**src/design/timer_skip_map.vh**
```
// constants for the timer flag skip decoder: opcodes, bit positions, timing
// assumes inclusion by bare name from design files under design/
`ifndef TIMER_SKIP_MAP_VH
`define TIMER_SKIP_MAP_VH

// ----------------------------------------------------------------
// instruction words
// ----------------------------------------------------------------
`define OP_WIDTH            10
`define OP_SKIP_TIMER_C     10'h282
`define OP_SKIP_TIMER_D     10'h283
`define OP_SYS_RESET        10'h001

// ----------------------------------------------------------------
// second interrupt control register layout
// ----------------------------------------------------------------
`define IRQ_CTRL_WIDTH      4
`define IRQ_EN_TIMER_C_BIT  0
`define IRQ_EN_TIMER_D_BIT  1

// ----------------------------------------------------------------
// executed-operation classes reported on opClass
// ----------------------------------------------------------------
`define OPC_WIDTH           2
`define OPC_OTHER           2'h0
`define OPC_SKIP_TEST       2'h1
`define OPC_AS_NOP          2'h2
`define OPC_SYS_RESET       2'h3

// ----------------------------------------------------------------
// timing
// ----------------------------------------------------------------
`define CLK_PERIOD_NS       8
`define INSTR_CYCLE_NS      32
`define INSTR_DIV_CYCLES    (`INSTR_CYCLE_NS / `CLK_PERIOD_NS)
// last divider count, kept equal to INSTR_DIV_CYCLES - 1 at DIV_WIDTH bits
`define INSTR_DIV_LAST      3'h3
`define DIV_WIDTH           3
`define SYS_RESET_NS        64
`define SYS_RESET_CYCLES    (`SYS_RESET_NS / `CLK_PERIOD_NS)
// last reset count, kept equal to SYS_RESET_CYCLES - 1 at RESET_CNT_WIDTH bits
`define SYS_RESET_LAST      4'h7
`define RESET_CNT_WIDTH     4

`endif

```
**src/design/instr_cycle_divider.v**
```verilog
// instruction-cycle divider: one-cycle enable pulse every INSTR_DIV_CYCLES clocks
// assumes a single free-running clock and asynchronous active-high reset
`timescale 1ns/100ps
`include "timer_skip_map.vh"

module instr_cycle_divider (
    input  wire clk,        // system clock
    input  wire rst,        // async reset, active high
    output reg  cycleEn_r   // one-clock pulse per instruction cycle
);

    reg  [`DIV_WIDTH-1:0] divCnt_r;
    wire [`DIV_WIDTH-1:0] divLast = `INSTR_DIV_LAST;

    // ----------------------------------------------------------------
    // counter
    // ----------------------------------------------------------------
    always @(posedge clk or posedge rst) begin
        if (rst) begin
            divCnt_r  <= {`DIV_WIDTH{1'b0}};
            cycleEn_r <= 1'b0;
        end else if (divCnt_r == divLast) begin
            divCnt_r  <= {`DIV_WIDTH{1'b0}};
            cycleEn_r <= 1'b1;
        end else begin
            divCnt_r  <= divCnt_r + {{(`DIV_WIDTH-1){1'b0}}, 1'b1};
            cycleEn_r <= 1'b0;
        end
    end

endmodule // instr_cycle_divider

```
**src/design/timer_flag_skip_decode.v**
```verilog
// decoder and flag logic for the skip-on-timer-flag instructions of timers C and D
// and the software system reset instruction
// assumes instrWord/instrValid are held stable across each instruction cycle
// and that the core squashes the next instruction while skipNext is high
// one word per instruction slot; the slot strobe comes from instr_cycle_divider
`timescale 1ns/100ps
`include "timer_skip_map.vh"

module timer_flag_skip_decode (
    input  wire                        clk,              // 125 MHz system clock
    input  wire                        rst,              // async reset, active high
    input  wire                        instrValid,       // fetched word is valid
    input  wire [`OP_WIDTH-1:0]        instrWord,        // fetched instruction word
    input  wire [`IRQ_CTRL_WIDTH-1:0]  irqControlSecond, // second interrupt control reg
    input  wire                        timerCEvent,      // timer C underflow pulse
    input  wire                        timerDEvent,      // timer D underflow pulse
    input  wire                        timerCIrqAck,     // interrupt taken for timer C
    input  wire                        timerDIrqAck,     // interrupt taken for timer D
    output reg                         timerCIrqFlag_r,  // timer C request flag
    output reg                         timerDIrqFlag_r,  // timer D request flag
    output reg                         skipNext_r,       // next instruction is squashed
    output reg                         sysResetReq_r,    // system reset request
    output reg                         opDone_r,         // pulse: instruction executed
    output reg  [`OPC_WIDTH-1:0]       opClass_r,        // class of executed instruction
    output reg                         instrCycle_r      // copy of instruction-cycle enable
);

    // ----------------------------------------------------------------
    // helpers
    // ----------------------------------------------------------------
    // a test skips only when its enable is clear and its flag is set
    function skipTaken;
        input enableBit;
        input flagBit;
        begin
            skipTaken = ~enableBit & flagBit;
        end
    endfunction

    // next flag value: set wins over any clear in the same cycle
    function flagNext;
        input flagBit;
        input setEvt;
        input clrEvt;
        begin
            flagNext = setEvt | (flagBit & ~clrEvt);
        end
    endfunction

    // opcode compare, shared by the isTestC/isTestD/isReset decodes below
    function opMatch;
        input [`OP_WIDTH-1:0] word;
        input [`OP_WIDTH-1:0] code;
        begin
            opMatch = (word == code);
        end
    endfunction

    // class reported for a live word; a test with its enable set is a no-operation
    function [`OPC_WIDTH-1:0] opClassOf;
        input [`OP_WIDTH-1:0] word;
        input                 enC;
        input                 enD;
        begin
            case (word)
                `OP_SKIP_TIMER_C: begin
                    opClassOf = enC ? `OPC_AS_NOP : `OPC_SKIP_TEST;
                end
                `OP_SKIP_TIMER_D: begin
                    opClassOf = enD ? `OPC_AS_NOP : `OPC_SKIP_TEST;
                end
                `OP_SYS_RESET: begin
                    opClassOf = `OPC_SYS_RESET;
                end
                default: begin
                    opClassOf = `OPC_OTHER;
                end
            endcase
        end
    endfunction

    // ----------------------------------------------------------------
    // instruction-cycle enable
    // ----------------------------------------------------------------
    wire cycleEn;

    instr_cycle_divider uDivider (
        .clk       (clk),
        .rst       (rst),
        .cycleEn_r (cycleEn)
    );

    // ----------------------------------------------------------------
    // decode
    // ----------------------------------------------------------------
    // one word executes in exactly one instruction cycle
    wire execute  = cycleEn & instrValid & ~sysResetReq_r;
    // squashed words still let timer events and acks through to the flags
    wire squashed = execute & skipNext_r;
    wire live     = execute & ~skipNext_r;

    wire isTestC  = live & opMatch(instrWord, `OP_SKIP_TIMER_C);
    wire isTestD  = live & opMatch(instrWord, `OP_SKIP_TIMER_D);
    wire isReset  = live & opMatch(instrWord, `OP_SYS_RESET);

    wire enableC  = irqControlSecond[`IRQ_EN_TIMER_C_BIT];
    wire enableD  = irqControlSecond[`IRQ_EN_TIMER_D_BIT];

    wire skipC    = isTestC & skipTaken(enableC, timerCIrqFlag_r);
    wire skipD    = isTestD & skipTaken(enableD, timerDIrqFlag_r);

    // ----------------------------------------------------------------
    // next-state logic
    // ----------------------------------------------------------------
    reg                         timerCIrqFlag_nxt;
    reg                         timerDIrqFlag_nxt;
    reg                         skipNext_nxt;
    reg  [`OPC_WIDTH-1:0]       opClass_nxt;

    always @* begin
        // a skip clears its own flag; a late timer event still survives
        timerCIrqFlag_nxt = flagNext(timerCIrqFlag_r, timerCEvent,
                                     skipC | timerCIrqAck);
        timerDIrqFlag_nxt = flagNext(timerDIrqFlag_r, timerDEvent,
                                     skipD | timerDIrqAck);
        skipNext_nxt = skipNext_r;
        if (squashed) begin
            skipNext_nxt = 1'b0;
        end
        if (live) begin
            skipNext_nxt = skipC | skipD;
        end
        opClass_nxt = opClass_r;
        // a squashed word leaves the reported class alone
        if (live) begin
            opClass_nxt = opClassOf(instrWord, enableC, enableD);
        end
    end

    // ----------------------------------------------------------------
    // software system reset
    // ----------------------------------------------------------------
    // request is held long enough for every block to see it, then drops
    // timer events landing while it is high are lost, as under external reset
    reg  [`RESET_CNT_WIDTH-1:0] resetCnt_r;
    wire                        resetEnd  = sysResetReq_r & (resetCnt_r == `SYS_RESET_LAST);

    always @(posedge clk or posedge rst) begin
        if (rst) begin
            sysResetReq_r <= 1'b0;
            resetCnt_r    <= {`RESET_CNT_WIDTH{1'b0}};
        end else if (isReset) begin
            sysResetReq_r <= 1'b1;
            resetCnt_r    <= {`RESET_CNT_WIDTH{1'b0}};
        end else if (resetEnd) begin
            sysResetReq_r <= 1'b0;
            resetCnt_r    <= {`RESET_CNT_WIDTH{1'b0}};
        end else if (sysResetReq_r) begin
            resetCnt_r    <= resetCnt_r + {{(`RESET_CNT_WIDTH-1){1'b0}}, 1'b1};
        end
    end

    // ----------------------------------------------------------------
    // request flags
    // ----------------------------------------------------------------
    // software reset acts like the external one on everything here
    always @(posedge clk or posedge rst) begin
        if (rst) begin
            timerCIrqFlag_r <= 1'b0;
            timerDIrqFlag_r <= 1'b0;
        end else if (sysResetReq_r) begin
            timerCIrqFlag_r <= 1'b0;
            timerDIrqFlag_r <= 1'b0;
        end else begin
            timerCIrqFlag_r <= timerCIrqFlag_nxt;
            timerDIrqFlag_r <= timerDIrqFlag_nxt;
        end
    end

    // ----------------------------------------------------------------
    // skip sequencing
    // ----------------------------------------------------------------
    always @(posedge clk or posedge rst) begin
        if (rst) begin
            skipNext_r <= 1'b0;
        end else if (sysResetReq_r) begin
            skipNext_r <= 1'b0;
        end else begin
            skipNext_r <= skipNext_nxt;
        end
    end

    // ----------------------------------------------------------------
    // execution report
    // ----------------------------------------------------------------
    // instrCycle_r keeps running through a software reset so slots stay visible
    always @(posedge clk or posedge rst) begin
        if (rst) begin
            opClass_r    <= `OPC_OTHER;
            opDone_r     <= 1'b0;
            instrCycle_r <= 1'b0;
        end else if (sysResetReq_r) begin
            opClass_r    <= `OPC_OTHER;
            opDone_r     <= 1'b0;
            instrCycle_r <= cycleEn;
        end else begin
            opClass_r    <= opClass_nxt;
            opDone_r     <= live;
            instrCycle_r <= cycleEn;
        end
    end

endmodule // timer_flag_skip_decode

```
**config.mk**
```make
export PLATFORM = sky130hd
export DESIGN_NAME = timer_flag_skip_decode
export DESIGN_NICKNAME = d
export VERILOG_FILES = /design/src/design/instr_cycle_divider.v /design/src/design/timer_flag_skip_decode.v
export VERILOG_INCLUDE_DIRS = /design/src /design/src/design
export SDC_FILE = /design/constraint.sdc
export NUM_CORES = 1
export LEC_CHECK = 0
export BUFFER_PORTS_ARGS = -buffer_cell sky130_fd_sc_hd__buf_2
export CELL_PAD_IN_SITES_DETAIL_PLACEMENT = 2
export CELL_PAD_IN_SITES_GLOBAL_PLACEMENT = 2
export CORE_ASPECT_RATIO = 0.7
export CORE_MARGIN = 4
export CORE_UTILIZATION = 31
export DETAILED_ROUTE_END_ITERATION = 10
export PLACE_DENSITY_LB_ADDON = 0.1
export REMOVE_ABC_BUFFERS = 1
export SLEW_MARGIN = 20
export SYNTH_ARGS = -nofsm -noshare
export SYNTH_HDL_FRONTEND = slang
export SYNTH_SLANG_ARGS = --single-unit
```
**constraint.sdc**
```tcl
create_clock -name clk -period 3.7 [get_ports clk]
set_clock_uncertainty 0.15 [all_clocks]
set_input_delay 0.74 -clock clk [delete_from_list [all_inputs] [get_ports clk]]
set_output_delay 0.74 -clock clk [all_outputs]
set_load 0.02 [all_outputs]
```
==> qor.tcl, run 1 <==
set qor(outcome) {complete, no violations}
set qor(antennaDiodeCount) 0
set qor(post_route_cell_area_mm2) 0.00103
set qor(whs_endpoint) {instrCycle_r}
set qor(cts-root-to-sink-buffers) 2
set qor(detail_route.drc_violations) 0
set qor(clock-sinks) 16
set qor(final.period_utilization) 0.506
set qor(timing.critical_path.to_type) {output port}
set qor(final-setup-viol-count) 0
set qor(ff2ff_path_depth) 3
set qor(number_of_top_level_pins) 29
set qor(p_per_area_mw_per_mm2) 357
set qor(synth_sequential_area_ratio) 0.496
set qor(place_inst) 134
set qor(place.detailed.hpwl_um) 1800
set qor(grt.total_usage) 0.143
set qor(hold_critical_path_depth) 0
set qor(clk_pin_slew_worst_paths_ns) 0.06
set qor(max-cap-violations) 0
set qor(hold_class) {reg -> reg}
set qor(post_synth.cell_area_avg_um2) 10.8
set qor(cts_inserted_buffers) 3
set qor(crit_arrival_ns) 0.98
set qor(cts_root_buffer) {sky130_fd_sc_hd__clkbuf_8}
set qor(floorplan.die.width_um) 69.0
set qor(number_of_distinct_library_cells_after_synthesis) 30
set qor(cts_tree) {done}
set qor(area_growth_pct) 27.8
set qor(power_switching_mw) 0.0804
set qor(postCtsSetupBuffers) 0
set qor(finalSetupTns_ns) 0
set qor(grt_start_max_net_pins) 17
set qor(post_synth_instance_area_um2) 807
set qor(drt_pass1_iterations) 4
set qor(route.detailed.wl_per_inst_um) 15.8
set qor(yosysWarningCount) 0
set qor(critical_path.reg2reg.startpoint) {skipNext_r}
set qor(power.internal_mw) 0.288
set qor(grt_pass1_wl_um) 3540
set qor(synth_commonest_cells) {sky130_fd_sc_hd__dfrtp_1 (16), sky130_fd_sc_hd__nor2b_1 (7), sky130_fd_sc_hd__nand3_1 (5), sky130_fd_sc_hd__nor2_1 (5)}
set qor(cpLargestDelayFamily) {flip-flops}
set qor(synth-simple-area-share) 0.279
set qor(layout-drive-gt1-share) 0.346
set qor(worst_skew_pair_latency_ns) 0.24
set qor(layout.nets) 128
set qor(adder_cell_share_of_the_synthesized_area) 0.0310
set qor(synth-xor-area-share) 0
set qor(power.share.switching) 0.218
set qor(synth-compound-area-share) 0.146
set qor(die_h_um) 50.7
set qor(synth_largest_type_area_fraction) 0.496
set qor(vdd_ir_drop_max_uv) 197
set qor(hold_violations_final) 0
set qor(floorplan.initialDensity) 0.326
set qor(port_buffers) 26
set qor(async_reset_ff_frac) 1.00
set qor(worst-slew-pin-transition_ns) 0.613
set qor(post_dp_cell_area_um2) 976
set qor(netlist_instances) 75
set qor(synthTopCellsByArea) {sky130_fd_sc_hd__dfrtp_1 (50%), sky130_fd_sc_hd__nor2b_1 (5.4%), sky130_fd_sc_hd__ha_1 (3.1%), sky130_fd_sc_hd__nand3_1 (3.1%), sky130_fd_sc_hd__nor4b_4 (2.9%)}
set qor(f_max_ghz) 0.534
set qor(crit_type) {reg -> out}
set qor(dominantRegCellSynth) {sky130_fd_sc_hd__dfrtp_1}
set qor(period_needed_ns) 1.87
set qor(crit_path_max_incr_delay_ns) 0.51
set qor(dieArea_mm2) 0.00350
set qor(drt-total-wl_um) 2190
set qor(placementRows) 15
set qor(maxSlewHeadroom) 0.591
set qor(cp_cell_sequence) {buf_2}
set qor(synth_largest_area_cell) {sky130_fd_sc_hd__dfrtp_1}
set qor(critical-path-slowest-cell) {sky130_fd_sc_hd__dfrtp_1}
set qor(min_from) {uDivider.cycleEn_r}
set qor(drtIter0Drc) 9
set qor(first_global_vias) 735
set qor(count_of_flip_flops_with_a_built_in_enable_after_synthesis) 0
set qor(routabilityCongestion) 0.718
set qor(grt_setup_unrepaired) {false}
set qor(cts_hold_buffers) 0
set qor(grt_overflow) 0
set qor(pwr-share-comb) 0.098
set qor(post_cts_resize_count) 0
set qor(p_seq_frac) 0.490
set qor(fp.coreArea_mm2) 0.00248
set qor(worstPathMaxFanout) 10
set qor(clkPwrFrac) 0.411
set qor(yosysMostFrequentCell) {sky130_fd_sc_hd__dfrtp_1}
set qor(antenna_violations_before_repair) 0
set qor(final.fill_count) 281
set qor(ant_nets) 0
set qor(avgViaCountPerCell) 5.02
set qor(combinational_family_with_the_most_area_after_synthesis) {simple AND/OR/NAND/NOR gates}
set qor(dr_total_vias) 693
set qor(timing.critical_path.from_type) {flip-flop}
set qor(final-instance-count-excl-fill) 138
set qor(power.leakage_nw) 0.510
set qor(ctsHtreeMaxLevel) 1
set qor(total_of_flip_flops_plus_latches_after_synthesis) 16
set qor(ff2ff_setup_slack_ns) 2.19
set qor(path_buf_inv) 1
set qor(worst_endpoint_required_time_ns) 2.81
set qor(worstReg2RegEnd) {resetCnt_r[2]}
set qor(yosys-mux-area-fraction) 0.0248
set qor(report.final.slew_viol_count) 0
[registers in the layout (all words and copies together), names as in the netlist]
register,flops
sysResetReq_r,1
uDivider.divCnt_r,3
opDone_r,1
skipNext_r,1
timerDIrqFlag_r,1
uDivider.cycleEn_r,1
instrCycle_r,1
resetCnt_r,4
timerCIrqFlag_r,1
opClass_r,2
[cell type report]
cell class | count | area (um2) | area share
Clock buffer | 4 | 55.1 | 0.0534
Inverter | 4 | 15.0 | 0.0146
Multi-Input combinational cell | 54 | 388 | 0.376
Sequential cell | 16 | 400 | 0.388
Tap cell | 34 | 42.5 | 0.0413
Timing Repair Buffer | 26 | 130 | 0.126
[worst max-delay path by stage]
stage	to	slack [ns]	start	cells past startpoint
2_1_floorplan	resetCnt_r[2]	1.96	instrWord[3]	3
3_3_place_gp	resetCnt_r[1]	1.71	instrWord[3]	4
3_5_place_dp	resetCnt_r[2]	1.68	instrWord[3]	4
4_1_cts	sysResetReq_r	1.80	sysResetReq_r	1
5_1_grt	sysResetReq_r	1.75	sysResetReq_r	1
6_report	sysResetReq_r	1.83	sysResetReq_r	1
[per-layer routing]
layer,vias up,global-route usage,wire (um)
met5,-,0,0
met4,0,0.0291,0
met3,0,0.0447,89
met2,14,0.242,1120
met1,353,0.176,981
li1,326,-,-
[cells by family after synthesis]
family / count (synthesis)
AND/OR/NAND/NOR: 33
buffers and inverters: 5
AO/OA/AOI/OAI: 17
multiplexers: 2
flip-flops: 16
adder cells (fa/ha/maj): 2
[per-stage QoR]
step / power, mW / setup WS, ns / util / hold slack, ns
global placement: 0.218 / 1.71 / 0.394 / 0.269
global route: 0.387 / 1.75 / 0.416 / 0.295
finish: 0.368 / 1.83 / 0.416 / 0.271
detailed placement: 0.221 / 1.68 / 0.394 / 0.261
floorplan: 0.200 / 1.96 / - / 0.238
CTS: 0.376 / 1.80 / 0.416 / 0.276
[layout by cell type, fill, tap and decap left out, types with 3 or more instances in the layout]
cell type / instances
sky130_fd_sc_hd__buf_2: 26
sky130_fd_sc_hd__dfrtp_1: 16
sky130_fd_sc_hd__nor2b_1: 7
sky130_fd_sc_hd__nand3_1: 5
sky130_fd_sc_hd__nor2_1: 5
sky130_fd_sc_hd__clkbuf_8: 4
sky130_fd_sc_hd__o21ai_0: 3
sky130_fd_sc_hd__nand2b_1: 3
sky130_fd_sc_hd__a31oi_1: 3
sky130_fd_sc_hd__inv_1: 3
[power groups by stage]
stage	sequential, mW	combinational [mW]	clock, mW
2_1_floorplan	0.186	0.0142	0
3_5_place_dp	0.184	0.0367	0
3_3_place_gp	0.183	0.0348	0
4_1_cts	0.181	0.0368	0.158
6_report	0.181	0.0362	0.152
5_1_grt	0.181	0.0399	0.166
Note: power is estimated with default switching activity, not from simulation.
==> run 2, diff against run 1 <==
--- a/config.mk
+++ b/config.mk
@@ -11,7 +11,7 @@
 export CELL_PAD_IN_SITES_GLOBAL_PLACEMENT = 2
 export CORE_ASPECT_RATIO = 0.7
 export CORE_MARGIN = 4
-export CORE_UTILIZATION = 31
+export CORE_UTILIZATION = 28
 export DETAILED_ROUTE_END_ITERATION = 10
 export PLACE_DENSITY_LB_ADDON = 0.1
 export REMOVE_ABC_BUFFERS = 1
==> constraint.sdc (replaced) <==
create_clock -name clk -period 1.8 [get_ports clk]
set_clock_uncertainty 0.15 [all_clocks]
set_input_delay 0.36 -clock clk [delete_from_list [all_inputs] [get_ports clk]]
set_output_delay 0.36 -clock clk [all_outputs]
set_load 0.02 [all_outputs]
==> run 2 against run 1 <==
Cell count unchanged. Critical endpoint unchanged. Worst hold slack got worse by 0.25 ns. Die area is 9.2% higher. Worst setup slack lost 1.5 ns. First-iteration DRC count up 120%.
==> qor.tcl, run 2 (synthesis results as in run 1) <==
set qor(drt-total-wl_um) 2160 ;# -1.2%
set qor(first_global_vias) 748 ;# +1.8%
set qor(grt_overflow) 0 ;# unchanged
set qor(dieArea_mm2) 0.00382 ;# +9.2%
set qor(power.share.switching) 0.218 ;# -0.000430
set qor(final-setup-viol-count) 0 ;# unchanged
set qor(layout.nets) 128 ;# unchanged
set qor(route.detailed.wl_per_inst_um) 15.7 ;# -1.2%
set qor(worstReg2RegEnd) {resetCnt_r[1]}
set qor(dr_total_vias) 677 ;# -2.3%
set qor(outcome) {complete, no violations}
set qor(most_frequent_cells_in_the_layout) {sky130_fd_sc_hd__buf_2 (26), sky130_fd_sc_hd__dfrtp_1 (16), sky130_fd_sc_hd__nor2b_1 (7)}
set qor(place.detailed.hpwl_um) 1670 ;# -6.7%
set qor(report.final.slew_viol_count) 0 ;# unchanged
set qor(cts_tree) {done}
set qor(routabilityCongestion) 0.713 ;# -0.72%
set qor(p_seq_frac) 0.490 ;# about the same
set qor(grt.total_usage) 0.125 ;# -0.0182
set qor(cts_root_buffer) {sky130_fd_sc_hd__clkbuf_8}
set qor(placementRows) 15 ;# unchanged
set qor(antenna_violations_before_repair) 0 ;# unchanged
set qor(hold_class) {in -> async}
set qor(final_common_cell) {sky130_fd_sc_hd__buf_2}
set qor(groute.layer.met3.usage) 0.0455 ;# +0.000798
set qor(power.leakage_nw) 0.510 ;# unchanged
set qor(clock-sinks) 16 ;# unchanged
set qor(die_h_um) 52.9 ;# +4.4%
set qor(final.period_utilization) 0.838
set qor(period_needed_ns) 1.51
set qor(holdWs_ns) 0.0253 ;# -0.246 ns
set qor(ff2ff_setup_slack_ns) 0.31 ;# -1.88 ns
set qor(largest_register) {resetCnt_r}
set qor(power_switching_mw) 0.165 ;# +100%
set qor(groute.layer.met2.usage) 0.184 ;# -0.0578
set qor(p_per_area_mw_per_mm2) 733 ;# +110%
set qor(gr-usage-met1) 0.175 ;# -0.000991
set qor(grt_setup_unrepaired) {false}
set qor(area_growth_pct) 27.8 ;# unchanged
set qor(busiest_layer) {met2}
set qor(cp_cell_sequence) {buf_2}
set qor(crit_arrival_ns) 1.00 ;# +0.02 ns
set qor(clkPwrFrac) 0.414 ;# +0.003
set qor(postCtsSetupBuffers) 0 ;# unchanged
set qor(pwr-share-comb) 0.096 ;# -0.002
set qor(ctsHtreeMaxLevel) 1 ;# unchanged
set qor(crit_type) {reg -> out}
set qor(final.fill_count) 288 ;# +2.5%
set qor(finalSetupTns_ns) 0 ;# unchanged
set qor(cts_inserted_buffers) 3 ;# unchanged
set qor(maxSlewHeadroom) 0.591 ;# about the same
set qor(worst_endpoint_required_time_ns) 1.29 ;# -1.52 ns
set qor(hold_violations_final) 0 ;# unchanged
set qor(largestRegisters) {resetCnt_r (4), uDivider.divCnt_r (3), opClass_r (2)}
set qor(crit_path_max_incr_delay_ns) 0.52 ;# about the same
set qor(antennaDiodeCount) 0 ;# unchanged
set qor(grt_start_max_net_pins) 17 ;# unchanged
set qor(avgViaCountPerCell) 4.91 ;# -2.3%
set qor(number_of_top_level_pins) 29 ;# unchanged
set qor(ant_nets) 0 ;# unchanged
set qor(post_cts_resize_count) 0 ;# unchanged
set qor(max-cap-violations) 0 ;# unchanged
set qor(vdd_ir_drop_max_uv) 391 ;# +99%
set qor(critical-path-slowest-cell) {sky130_fd_sc_hd__dfrtp_1}
set qor(timing.critical_path.to_type) {output port}
set qor(clk_pin_slew_worst_paths_ns) 0.07 ;# about the same
set qor(cpLargestDelayFamily) {flip-flops}
set qor(ff2ff_path_depth) 3 ;# unchanged
set qor(path_buf_inv) 1 ;# unchanged
set qor(worstPathMaxFanout) 10 ;# unchanged
set qor(grt_pass1_wl_um) 3590 ;# +1.6%
set qor(cts-root-to-sink-buffers) 2 ;# unchanged
set qor(floorplan.die.width_um) 72.2 ;# +4.6%
set qor(worst-slew-pin-transition_ns) 0.612 ;# -0.000276 ns
set qor(layout-drive-gt1-share) 0.346 ;# unchanged
set qor(f_max_ghz) 0.663
set qor(timing.critical_path.from_type) {flip-flop}
set qor(drt_pass1_iterations) 4 ;# unchanged
set qor(port_buffers) 26 ;# unchanged
set qor(largest_register_ff_count) 4 ;# unchanged
set qor(power.internal_mw) 0.591 ;# +110%
set qor(drtIter0Drc) 20 ;# +11
set qor(detail_route.drc_violations) 0 ;# unchanged
set qor(worst_skew_pair_latency_ns) 0.25 ;# about the same
set qor(floorplan.initialDensity) 0.309 ;# -0.0164
set qor(cts_hold_buffers) 0 ;# unchanged
set qor(critical_path.reg2reg.startpoint) {skipNext_r}
set qor(fp.coreArea_mm2) 0.00261 ;# +5.3%
[run 2: cell counts in the layout (fill, tap and decap cells not counted)]
No cell type changed its count.
[run 2: worst max path at each step]
stage               slack (ns)  cells after the start             to           from
global route              0.23                      3  resetCnt_r[2]     skipNext_r
finish                    0.29                      1  sysResetReq_r  sysResetReq_r
CTS                       0.28                      1  sysResetReq_r  sysResetReq_r
floorplan                 0.40                      3  resetCnt_r[2]     skipNext_r
global placement          0.18                      4  resetCnt_r[2]   instrWord[3]
detailed placement        0.16                      4  resetCnt_r[1]   instrWord[3]
[run 2: per-layer routing]
metal / share of wire / up-vias
li1: - / 328
met1: 0.50 / 333
met2: 0.45 / 16
met3: 0.049 / 0
met4: 0 / 0
met5: 0 / -
[run 2: cell type report]
type / count / area, um2 / share of cell area
Multi-Input combinational cell: 54 / 388 / 0.376
Tap cell: 34 / 42.5 / 0.0413
Timing Repair Buffer: 26 / 130 / 0.126
Inverter: 4 / 15.0 / 0.0146
Sequential cell: 16 / 400 / 0.388
Clock buffer: 4 / 55.1 / 0.0534
[run 2: per-stage QoR]
stage | instances | area, um2 | total power, mW | worst slack, ns | util
after floorplan | 74 | 803 | 0.411 | 0.396 | -
after global placement | 134 | 976 | 0.449 | 0.177 | 0.374
after detailed placement | 134 | 976 | 0.451 | 0.163 | 0.374
after CTS | 138 | 1030 | 0.766 | 0.279 | 0.395
after global routing | 138 | 1030 | 0.799 | 0.229 | 0.395
final | 138 | 1030 | 0.756 | 0.291 | 0.395
[run 2: power groups by stage]
stage | logic [mW] | registers [mW] | clock network [mW]
2_1_floorplan | 0.0293 | 0.382 | 0
3_3_place_gp | 0.0723 | 0.377 | 0
4_1_cts | 0.0746 | 0.371 | 0.320
3_5_place_dp | 0.0739 | 0.377 | 0
5_1_grt | 0.0816 | 0.371 | 0.346
6_report | 0.0728 | 0.371 | 0.313
[run 2: worst reg2reg max path, delay by kind of cell, from the launching register on]
family	cells	cell delay (ns)
compound gates	1	0.27
flops	1	0.40
simple gates	2	0.56
